File: src/shared/lcc_pkg.sv
// constants and types shared by the light conversion control block
package lcc_pkg;
  localparam int unsigned CLK_HZ = 125000000;
  localparam int unsigned CONV_SHORT_MS = 100;
  localparam int unsigned CONV_LONG_MS = 800;
  localparam int unsigned CONV_SHORT_CYC = CLK_HZ / 1000 * CONV_SHORT_MS;
  localparam int unsigned CONV_LONG_CYC = CLK_HZ / 1000 * CONV_LONG_MS;
  localparam int unsigned RANGE_POS = 12;
  localparam int unsigned CT_POS = 11;
  localparam int unsigned MODE_POS = 9;
  localparam int unsigned DONE_POS = 7;
  localparam logic [3:0] RANGE_AUTO = 4'hc;
  localparam logic [3:0] RANGE_MAX = 4'hb;
  localparam logic [3:0] RANGE_RESET = 4'hc;
  localparam logic CT_RESET = 1'b1;
  localparam logic [1:0] MODE_SHUTDOWN = 2'h0;
  localparam logic [1:0] MODE_SINGLE = 2'h1;
  localparam logic [1:0] MODE_RESET = 2'h0;
  localparam logic [3:0] LOSS_RANGE_ONE = 4'h5;
  localparam logic [3:0] LOSS_RANGE_THREE = 4'h0;
  typedef enum logic [1:0] {
    LCC_IDLE = 2'b00,
    LCC_CONV = 2'b01,
    LCC_DONE = 2'b11
  } lcc_state_e;
endpackage

File: src/design/lcc_top.sv
// conversion control behind the configuration register of a light sensor
//
// Behaviour
// - range select field bits 15:12 picks full-scale range, coded as result exponent.
// - range select 1100b means automatic full-scale mode.
// - in automatic mode the chosen range is reported as result exponent.
// - range select resets to 1100, automatic mode.
// - bit 11 selects 100 ms (0) or 800 ms (1) conversion; resets to 1.
// - short time drops resolution: one bit at 0101b, two at 0100b-0001b, three at 0000b.
// - result format and LSB weight do not depend on conversion time.
// - mode bits 10:9: 00 shutdown, 01 single, 10/11 continuous.
// - mode field resets to 00b, shutdown.
// - single mode reads 01b while converting, then returns to 00b itself.
// - any configuration write aborts a conversion; restart if new mode converts.
// - done flag sets at conversion end, clears on access except shutdown write.
`timescale 1ns/1ns
`default_nettype none
module lcc_top
  import lcc_pkg::*;
#(
  parameter int unsigned SHORT_CYC = CONV_SHORT_CYC,
  parameter int unsigned LONG_CYC = CONV_LONG_CYC
) (
  input wire logic clk_i,
  input wire logic resetn_i,
  input wire logic cfg_wr_i,
  input wire logic [15:0] cfg_wdata_i,
  input wire logic cfg_rd_i,
  input wire logic adc_overflow_i,
  input wire logic [11:0] adc_data_i,
  output logic [15:0] cfg_rdata_o,
  output logic [15:0] result_o,
  output logic [1:0] drop_bits_o,
  output logic converting_o,
  output logic conv_start_o
);

  ////////////////////////////////////////////////////////////////////////
  // state
  logic [3:0] range_q, range_d;
  logic ct_q, ct_d;
  logic [1:0] mode_q, mode_d;
  logic done_q, done_d;
  lcc_state_e st_q, st_d;
  logic [26:0] cnt_q, cnt_d;
  logic [3:0] act_range_q, act_range_d;
  logic [15:0] result_q, result_d;
  logic [1:0] drop_q, drop_d;
  logic start_q, start_d;
  logic [26:0] conv_len;
  logic [1:0] drop_of;
  logic wr_runs;
  // both lengths are parameters so a bench can shorten them; the field only picks one

  always_comb begin
    conv_len = ct_q ? LONG_CYC[26:0] : SHORT_CYC[26:0];
  end

  // resolution loss for the short time only; result format unchanged
  always_comb begin
    drop_of = 2'h0;
    if (!ct_q) begin
      if (act_range_q == LOSS_RANGE_THREE) begin
        drop_of = 2'h3;
      end else if (act_range_q < LOSS_RANGE_ONE) begin
        drop_of = 2'h2;
      end else if (act_range_q == LOSS_RANGE_ONE) begin
        drop_of = 2'h1;
      end
    end
  end

  // decoded from write data so the flag logic can tell shutdown writes apart
  assign wr_runs = cfg_wdata_i[MODE_POS+1 -: 2] != MODE_SHUTDOWN;

  ////////////////////////////////////////////////////////////////////////
  // next state
  always_comb begin
    range_d = range_q;
    ct_d = ct_q;
    mode_d = mode_q;
    done_d = done_q;
    st_d = st_q;
    cnt_d = cnt_q;
    act_range_d = act_range_q;
    result_d = result_q;
    drop_d = drop_q;
    start_d = 1'b0;
    // reads and non-shutdown writes clear the flag; a finishing conversion wins over a read below
    if (cfg_rd_i || (cfg_wr_i && wr_runs)) begin
      done_d = 1'b0;
    end
    unique case (st_q)
      LCC_IDLE, LCC_DONE: begin
        st_d = LCC_IDLE;
        if (mode_q != MODE_SHUTDOWN) begin
          st_d = LCC_CONV;
          cnt_d = 27'h0;
          start_d = 1'b1;
          act_range_d = (range_q == RANGE_AUTO) ? RANGE_MAX : range_q;
        end
      end
      LCC_CONV: begin
        if (cnt_q + 27'h1 >= conv_len) begin
          if (range_q == RANGE_AUTO && adc_overflow_i == 1'b0 && act_range_q != 4'h0 &&
              adc_data_i[11:10] == 2'h0) begin
            // auto mode steps down while the signal stays small, then reconverts
            // the mantissa is not rescaled here; the converter answers again at the new range
            act_range_d = act_range_q - 4'h1;
            cnt_d = 27'h0;
            start_d = 1'b1;
          end else begin
            st_d = LCC_DONE;
            done_d = 1'b1;
            result_d = {act_range_q, adc_data_i};
            drop_d = drop_of;
            if (mode_q == MODE_SINGLE) begin
              mode_d = MODE_SHUTDOWN;
            end
          end
        end else begin
          cnt_d = cnt_q + 27'h1;
        end
      end
      default: st_d = LCC_IDLE;
    endcase
    // the write is applied last so that it overrides state, mode and done flag of a conversion ending in the same cycle; result_q and drop_q still load
    if (cfg_wr_i) begin
      range_d = cfg_wdata_i[RANGE_POS+3 -: 4];
      ct_d = cfg_wdata_i[CT_POS];
      mode_d = cfg_wdata_i[MODE_POS+1 -: 2];
      st_d = LCC_IDLE;
      cnt_d = 27'h0;
      start_d = 1'b0;
      done_d = (wr_runs || cfg_rd_i) ? 1'b0 : done_q;
    end
  end

  always_ff @(posedge clk_i) begin
    if (!resetn_i) begin
      range_q <= RANGE_RESET;
      ct_q <= CT_RESET;
      mode_q <= MODE_RESET;
      done_q <= 1'b0;
      st_q <= LCC_IDLE;
      cnt_q <= 27'h0;
      act_range_q <= 4'h0;
      result_q <= 16'h0;
      drop_q <= 2'h0;
      start_q <= 1'b0;
    end else begin
      range_q <= range_d;
      ct_q <= ct_d;
      mode_q <= mode_d;
      done_q <= done_d;
      st_q <= st_d;
      cnt_q <= cnt_d;
      act_range_q <= act_range_d;
      result_q <= result_d;
      drop_q <= drop_d;
      start_q <= start_d;
    end
  end

  ////////////////////////////////////////////////////////////////////////
  // outputs, all registered
  logic [15:0] rdata_q;
  logic conv_q;
  // read data is built from next-state values so a read right after a write sees it
  always_ff @(posedge clk_i) begin
    if (!resetn_i) begin
      rdata_q <= 16'hc800;
      conv_q <= 1'b0;
    end else begin
      rdata_q <= {range_d, ct_d, mode_d, 1'b0, done_d, 7'h0};
      conv_q <= st_d == LCC_CONV;
    end
  end
  assign cfg_rdata_o = rdata_q;
  assign result_o = result_q;
  assign drop_bits_o = drop_q;
  assign converting_o = conv_q;
  assign conv_start_o = start_q;

  ////////////////////////////////////////////////////////////////////////
  // checker helper: length of the running conversion, counted apart from cnt_q
  // so that a broken terminal count in the main path cannot hide itself
  logic [26:0] run_len_q, run_len_d;
  always_comb begin
    run_len_d = run_len_q;
    if (start_q) begin
      run_len_d = 27'h0;
    end else if (conv_q) begin
      run_len_d = run_len_q + 27'h1;
    end
  end
  always_ff @(posedge clk_i) begin
    if (!resetn_i) begin
      run_len_q <= 27'h0;
    end else begin
      run_len_q <= run_len_d;
    end
  end

  ////////////////////////////////////////////////////////////////////////
  // checks
  AST_RESET_RANGE: assert property (@(posedge clk_i) !resetn_i |=> range_q == RANGE_AUTO && ct_q)
    else $error("range or time not at reset value");
  AST_RESET_MODE: assert property (@(posedge clk_i) !resetn_i |=> mode_q == MODE_SHUTDOWN)
    else $error("mode not shutdown after reset");
  AST_WRITE_FIELDS: assert property (@(posedge clk_i) disable iff (!resetn_i)
    cfg_wr_i |=> range_q == $past(cfg_wdata_i[15:12]) && ct_q == $past(cfg_wdata_i[11]))
    else $error("written fields not taken");
  AST_WRITE_ABORT: assert property (@(posedge clk_i) disable iff (!resetn_i)
    cfg_wr_i |=> st_q == LCC_IDLE ##1 (st_q == LCC_CONV) == (mode_q != MODE_SHUTDOWN))
    else $error("write did not abort and restart");
  AST_SINGLE_END: assert property (@(posedge clk_i) disable iff (!resetn_i)
    st_q == LCC_DONE && $past(mode_q) == MODE_SINGLE && !$past(cfg_wr_i) |-> mode_q == MODE_SHUTDOWN)
    else $error("single shot did not return to shutdown");
  AST_DONE_SET: assert property (@(posedge clk_i) disable iff (!resetn_i)
    st_q == LCC_DONE |-> done_q)
    else $error("done flag missing at conversion end");
  AST_DONE_CLEAR: assert property (@(posedge clk_i) disable iff (!resetn_i)
    cfg_rd_i && !cfg_wr_i && st_d != LCC_DONE |=> !done_q)
    else $error("read did not clear done flag");
  AST_CONT_RESTART: assert property (@(posedge clk_i) disable iff (!resetn_i)
    st_q == LCC_DONE && mode_q[1] && !cfg_wr_i |=> st_q == LCC_CONV)
    else $error("continuous mode did not restart");
  AST_EXPONENT: assert property (@(posedge clk_i) disable iff (!resetn_i)
    st_q == LCC_DONE && range_q != RANGE_AUTO && !$past(cfg_wr_i) |-> result_q[15:12] == range_q)
    else $error("exponent differs from manual range");
  AST_DROP: assert property (@(posedge clk_i) disable iff (!resetn_i)
    st_q == LCC_DONE && $past(ct_q) |-> drop_q == 2'h0)
    else $error("long conversion lost resolution");

  // start pulse, conversion length and range stepping, checked independently
  AST_START_PULSE: assert property (@(posedge clk_i) disable iff (!resetn_i)
    start_q |=> !start_q)
    else $error("start pulse longer than one cycle");

  AST_START_CONV: assert property (@(posedge clk_i) disable iff (!resetn_i)
    start_q |-> conv_q)
    else $error("start without converting level");

  AST_CONV_LEN: assert property (@(posedge clk_i) disable iff (!resetn_i)
    $fell(conv_q) && !$past(cfg_wr_i) |-> run_len_q == conv_len - 27'h1)
    else $error("conversion length differs from selected time");

  AST_AUTO_START: assert property (@(posedge clk_i) disable iff (!resetn_i)
    start_q && $past(st_q) != LCC_CONV && range_q == RANGE_AUTO |-> act_range_q == RANGE_MAX)
    else $error("auto mode did not start at top range");

  AST_AUTO_STEP: assert property (@(posedge clk_i) disable iff (!resetn_i)
    start_q && $past(st_q) == LCC_CONV |-> act_range_q == $past(act_range_q) - 4'h1)
    else $error("auto mode did not step down one range");

  AST_MANUAL_RANGE: assert property (@(posedge clk_i) disable iff (!resetn_i)
    start_q && range_q != RANGE_AUTO |-> act_range_q == range_q)
    else $error("manual range not used for conversion");

  AST_DROP_SHORT: assert property (@(posedge clk_i) disable iff (!resetn_i)
    st_q == LCC_DONE && !$past(ct_q) && $past(act_range_q) == LOSS_RANGE_THREE |-> drop_q == 2'h3)
    else $error("lowest range short time did not lose three bits");

  AST_SHUT_WRITE_KEEP: assert property (@(posedge clk_i) disable iff (!resetn_i)
    cfg_wr_i && cfg_wdata_i[10:9] == MODE_SHUTDOWN && !cfg_rd_i |=> done_q == $past(done_q))
    else $error("shutdown write changed done flag");

  AST_CONT_KEEP: assert property (@(posedge clk_i) disable iff (!resetn_i)
    st_q == LCC_DONE && mode_q[1] |-> mode_q == $past(mode_q))
    else $error("continuous mode changed at conversion end");

  AST_SINGLE_HOLD: assert property (@(posedge clk_i) disable iff (!resetn_i)
    st_q == LCC_CONV && $past(mode_q) == MODE_SINGLE && !$past(cfg_wr_i) |-> mode_q == MODE_SINGLE)
    else $error("single mode left while converting");

  AST_RESULT_HOLD: assert property (@(posedge clk_i) disable iff (!resetn_i)
    st_q != LCC_DONE |-> $stable(result_q))
    else $error("result changed outside conversion end");

  AST_SHUT_QUIET: assert property (@(posedge clk_i) disable iff (!resetn_i)
    mode_q == MODE_SHUTDOWN && st_q != LCC_CONV |=> !start_q)
    else $error("conversion started in shutdown");

  AST_CONV_MODE: assert property (@(posedge clk_i) disable iff (!resetn_i)
    st_q == LCC_CONV |-> mode_q != MODE_SHUTDOWN)
    else $error("converting while in shutdown");

  COV_SINGLE: cover property (@(posedge clk_i) st_q == LCC_DONE && mode_q == MODE_SHUTDOWN);
  COV_CONT: cover property (@(posedge clk_i) st_q == LCC_DONE && mode_q[1]);
  COV_ABORT: cover property (@(posedge clk_i) st_q == LCC_CONV && cfg_wr_i);
  COV_AUTO_STEP: cover property (@(posedge clk_i) start_q && st_q == LCC_CONV && $past(st_q) == LCC_CONV);
  COV_SHORT_LOSS: cover property (@(posedge clk_i) st_q == LCC_DONE && drop_q == 2'h3);
endmodule
`default_nettype wire

File: config.mk
export PLATFORM = sky130hd
export DESIGN_NAME = lcc_top
export DESIGN_NICKNAME = d
export VERILOG_FILES = /design/src/shared/lcc_pkg.sv /design/src/design/lcc_top.sv
export SDC_FILE = /design/constraint.sdc
export NUM_CORES = 1
export LEC_CHECK = 0
export BUFFER_PORTS_ARGS = -buffer_cell sky130_fd_sc_hd__buf_2
export CAP_MARGIN = 5
export CORE_UTILIZATION = 56
export DETAILED_ROUTE_END_ITERATION = 8
export PLACE_DENSITY = 0.8
export SYNTH_ARGS = -nofsm -noshare
export SYNTH_HDL_FRONTEND = slang
export SYNTH_SLANG_ARGS = --single-unit
File: constraint.sdc
create_clock -name clk_i -period 4.75 [get_ports clk_i]
set_clock_uncertainty 0.1 [all_clocks]
set_input_delay 1.1875 -clock clk_i [delete_from_list [all_inputs] [get_ports clk_i]]
set_output_delay 1.1875 -clock clk_i [all_outputs]
set_load 0.05 [all_outputs]
Word level (Yosys, flattened, before mapping)
Cells that the tools add are included.
W data, S select, Z words.

word-level totals
  bits in registers = 77
  bits of input ports = 33
  output and inout port bits = 36
  word-level logic and storage cells = 84

operators by class
  $add $sub $neg = 2
  order comparisons = 2
  equality and inequality tests = 10
  muxes and demuxes = 36
  bitwise operators = 3
  reductions and logical operators = 18

operators with widths
  kind                     count
  $mux W27                 4
  $pmux W27 S2             1
  $add A27 B1 Y27 const B  1
  $ge A27 B27 Y1           1
  $mux W2                  11
  $mux W4                  5
  $mux W1                  12
  $pmux W4 S2              1
  $eq A2 B1 Y1 const B     3
  $ne A2 B2 Y1 const B     3
  $reduce_and A3 Y1        2
  $reduce_bool A2 Y1       3
  $eq A4 B3 Y1 const B     1
  $eq A4 B4 Y1 const B     1
  $logic_and A1 B1 Y1      4
  $logic_not A2 Y1         2
  $logic_not A4 Y1         1
  $lt A4 B3 Y1 const B     1
  $pmux W2 S2              1
  $reduce_and A4 Y1        1
  $reduce_bool A4 Y1       1
  $reduce_or A2 Y1         2
  $sub A4 B1 Y4 const B    1
  $ne A3 B3 Y1 const B     1
  other kinds (4)          7

Longest topological paths before layout
  depth after elaboration = 9
  mapped depth = 20

Worst setup path after synthesis
OpenSTA, ideal clock, no wires.

  path type = register -> register
  start point = register cnt_q[0]
  end point = register cnt_q[7]
  library setup time = 0.114 ns
  arrival = 3.308 ns
  required time = 4.536 ns
  path slack = 1.228 ns
  cell stages (with the launch flop) = 20
  cell sequence = dfxtp_1 -> ha_1 -> buf_2 -> inv_1 -> nor3_2 -> nand3_1 -> nor2b_1 -> nand3_1 -> nor2_1 -> xor2_1 -> ha_1 -> nand2_1 -> nor2_1 -> o21ai_2 -> a211oi_1 -> a21o_1 -> nor3_4 -> buf_6 -> a31o_1 -> a21o_1

on the way
  longest elaborated chain between the ends = 4

RTL lines
  element                                                             RTL line                        RTL
  start, declared                                                     lcc_top.sv:45                   logic [26:0] cnt_q, cnt_d;
  start signal, assigned                                              lcc_top.sv:157                  cnt_q <= cnt_d;
  $add A27 B1 Y27 (*)                                                 lcc_top.sv:104, lcc_top.sv:122
  $ge A27 B27 Y1                                                      lcc_top.sv:104                  if (cnt_q + 27'h1 >= conv_len) begin
  $ne A3 B3 Y1 (no source line) or $mux W27 (tied branches)           --
  $reduce_and A3 Y1 (no source line) or $pmux W27 S2 (tied branches)  --

Mark *: on every way between the ends. The rest lies on a longest branch, timed or not.
A chain may end at the register's enable or synchronous reset.

Worst setup path after layout
  start point = register cnt_q[9]
  end point = register cnt_q[22]

Same word-level chain as after synthesis.

==> results by group <==
Worst hold path
  • HP Class: reg -> reg

Place
  • RD Place Congestion: 0.8391
  • Setup Slack @ Placement: 0.6276 ns
  • Port bufs: 51
  • Dpl hpwl: 6244 µm

Run
  • Max-cap check violation count: 0

Yosys
  • Cells after Synth: 453
  • Top_reg_cell synth: dfxtp_1
  • Simple-gate portion of the synthesized area: 0.2799
  • Area leader, netlist: dfxtp_1
  • Synth warnings: 0
  • Multiplexer share of the synthesized area: 0.03179
  • Ys async rst share: 0
  • Most common library cells after synthesis: 61 x dfxtp_1, 50 x nand2_1, 25 x nand3_1
  • Adder-cell share of the synthesized area: 0.05900
  • Number of synthesized flops with an enable pin: 0
  • Mean post-synth cell area: 8.427 µm²
  • Post-Synth XOR/XNOR Area: 0.03441
  • Post-synthesis cell type count: 67
  • Largest family of logic cells by synthesized area: simple AND/OR/NAND/NOR gates
  • Synth area leaders: dfxtp_1 32%, ha_1 5.9%, nand2_1 4.9%, nand3_1 3.3%, mux2i_1 2.9%
  • Post-synthesis compound-gate area fraction: 0.2049
  • Mapped cell area: 3817 µm²
  • Flops & latches, synth: 61
  • Yosys top cell area share: 0.3199
  • Register area share after synthesis: 0.3199
  • Most frequent cell after synthesis: dfxtp_1

Timing
  • RSZ-0062 raised after global routing: false
  • Period utilisation layout: 0.8826
  • Setup TNS: 0 ns
  • Worst Tran Pin Value: 0.6367 ns
  • Max-slew violation count: 0
  • Maximum clock frequency: 238.5 MHz
  • Rel. slew slack: 0.5745
  • Final setup violation count: 0
  • Hold_ws: 0.3487 ns
  • Fin crit period: 4.192 ns
  • Final hold viol count: 0
  • Worst Slack Setup Final: 0.5576 ns

Worst setup path
  • Crit Path Class: reg -> reg
  • CP max stage delay: 0.54 ns
  • Top cell family by delay on the critical path: simple AND/OR/NAND/NOR gates
  • CP startpoint kind: register
  • CP required: 4.90 ns
  • Crit path top cell by count: and4_1
  • CP max-delay cell: dfxtp_1
  • Critical path capture point type: register
  • Reg2reg setup slack: 0.56 ns
  • Crit-path cells: and4_1 > nand3_1 > or2_2 > nor3_1 > xor2_1 > ha_1 > nand2_1 > a211oi_1 > o211ai_1 > o31ai_2 > a21o_1 > nor3_4 > buf_4 > and4_1 > a221o_1
  • CP Max Fanout: 13
  • Arrival time at the worst endpoint: 4.34 ns
  • CP bufs+invs: 1

GRT
  • Largest net degree at the start of global routing: 53
  • All-Layer GR Usage: 0.2680
  • Remaining Overflow, GRT: 0
  • Initial antenna violation count: 0
  • Vias in the first global route: 3208
  • Global-route wire length before repair: 15220 µm

Cells and area
  • Antenna fix cells: 0
  • Ratio of cells with drive above 1 in the final layout: 0.2096
  • Area Overhead vs Synth: 12.91%
  • NumNets Final: 547

Die
  • Die area: 7151 µm²
  • FP Rows: 29
  • Die outline height: 84.57 µm
  • Initial core utilization: 0.5910
  • Core ar.: 6459 µm²
  • Top-level I/O count: 69
  • Die X: 84.57 µm

Drt
  • Vias/cell: 6.104
  • First drt pass iteration count: 7
  • Vias: 3528
  • DRC errors left: 7
  • Initial drt markers: 289
  • WL final: 9201 µm
  • DRT antenna net count: 0
  • Routed WL per cell: 15.92 µm

Clock network
  • CTS max path bufs: 2
  • Clk pin slew, worst setup/hold paths: 0.07 ns
  • Setup Buffers After CTS: 0
  • Clk sinks: 61
  • Root Buffer: clkbuf_8
  • Hold buffers post-CTS: 0
  • CTS tree: done
  • # H-tree levels: 3
  • CTS buffer count: 9
  • Clk_lat worst skew: 0.35 ns
  • Post-cts gate resize count: 0

Pwr
  • Pwr dens: 289.6 nW/µm²
  • Worst VDD drop: 0.2602 mV
  • Clk pwr share: 0.462
  • Internal: 0.0009251 W
  • Sw frac: 0.2589
  • Flop pwr share: 0.426
  • Psw: 0.0003231 W
  • Pleak: 1.812 nW
  • Comb pwr share: 0.112

Run status
  • Failing checks: DRC
  • Status: finished with violations
cells in the final DEF (no fill, tap or decap), types with 11 or more instances in the layout:
cell	instances
dfxtp_1	61
buf_2	51
nand2_1	50
nand3_1	25
nor2_1	21
o21ai_0	19
ha_1	18
inv_1	16
and3_1	13
nand4_1	13
a22o_1	12
nor2b_1	11
mux2i_1	11
stage by stage:
| step | utilization | instance area [µm²] | total power, W | cells |
|---|---|---|---|---|
| after floorplan | - | 3844 | 0.0006467 | 460 |
| after global placement | 0.6290 | 4063 | 0.0006741 | 562 |
| after detailed placement | 0.6290 | 4063 | 0.0006793 | 562 |
| after CTS | 0.6674 | 4310 | 0.001253 | 578 |
| after global routing | 0.6674 | 4310 | 0.001293 | 578 |
| final | 0.6674 | 4310 | 0.001248 | 578 |
area by class of cell:
type	instances	area, µm²
clock buffer	10	137.6
inverter	16	60.06
multi-input combinational	348	2362
clock inverter	6	110.1
tap	77	96.34
sequential	61	1221
fill	545	2148
timing repair buffer	60	322.8
metal layers:
layer	vias to the layer above	track usage	wire (µm)
met5	-	0	0
met4	0	0.1032	187
met3	21	0.06785	495
met2	114	0.4427	4435
met1	1648	0.3364	4082
li1	1745	-	-
logic make-up after synthesis:
logic type / Yosys count
other cells: 1
fa+ha+maj: 18
mux: 12
compound gates: 106
buf+inv: 51
flops: 61
xor+xnor: 15
simple gates: 189
power groups by stage:
stage / logic, W / clock network (W) / registers, W
global route: 0.000151 / 0.000609 / 0.000533
CTS: 0.000139 / 0.000583 / 0.000531
detailed placement: 0.000137 / 0 / 0.000542
finish: 0.000140 / 0.000577 / 0.000531
floorplan: 0.0000944 / 0 / 0.000552
global placement: 0.000132 / 0 / 0.000542
path summary, 6_finish.rpt:
path,endpoint,depth (start not counted),from
worst min register to register,result_o[9],2,result_o[9]
worst max-delay path,cnt_q[22],15,cnt_q[9]
worst max register to register,cnt_q[22],15,cnt_q[9]
worst min-delay path,result_o[9],2,result_o[9]
sequential cells by signal, indices dropped and copies added, names as in the netlist:
| name | flops |
|---|---|
| mode_q | 1 |
| result_o | 16 |
| conv_start_o | 1 |
| range_q | 4 |
| act_range_q | 4 |
| st_q | 2 |
| drop_bits_o | 2 |
| converting_o | 1 |
| cfg_rdata_o | 3 |
| cnt_q | 27 |
tightest hold or removal path, delay by kind of cell, from the launching register on:
kind	cells	cell delay (ns)
AO/OA/AOI/OAI	1	0.05
flip-flops	1	0.31
AND/OR/NAND/NOR	1	0.05
No activity file was read; power rests on OpenSTA's default activity.
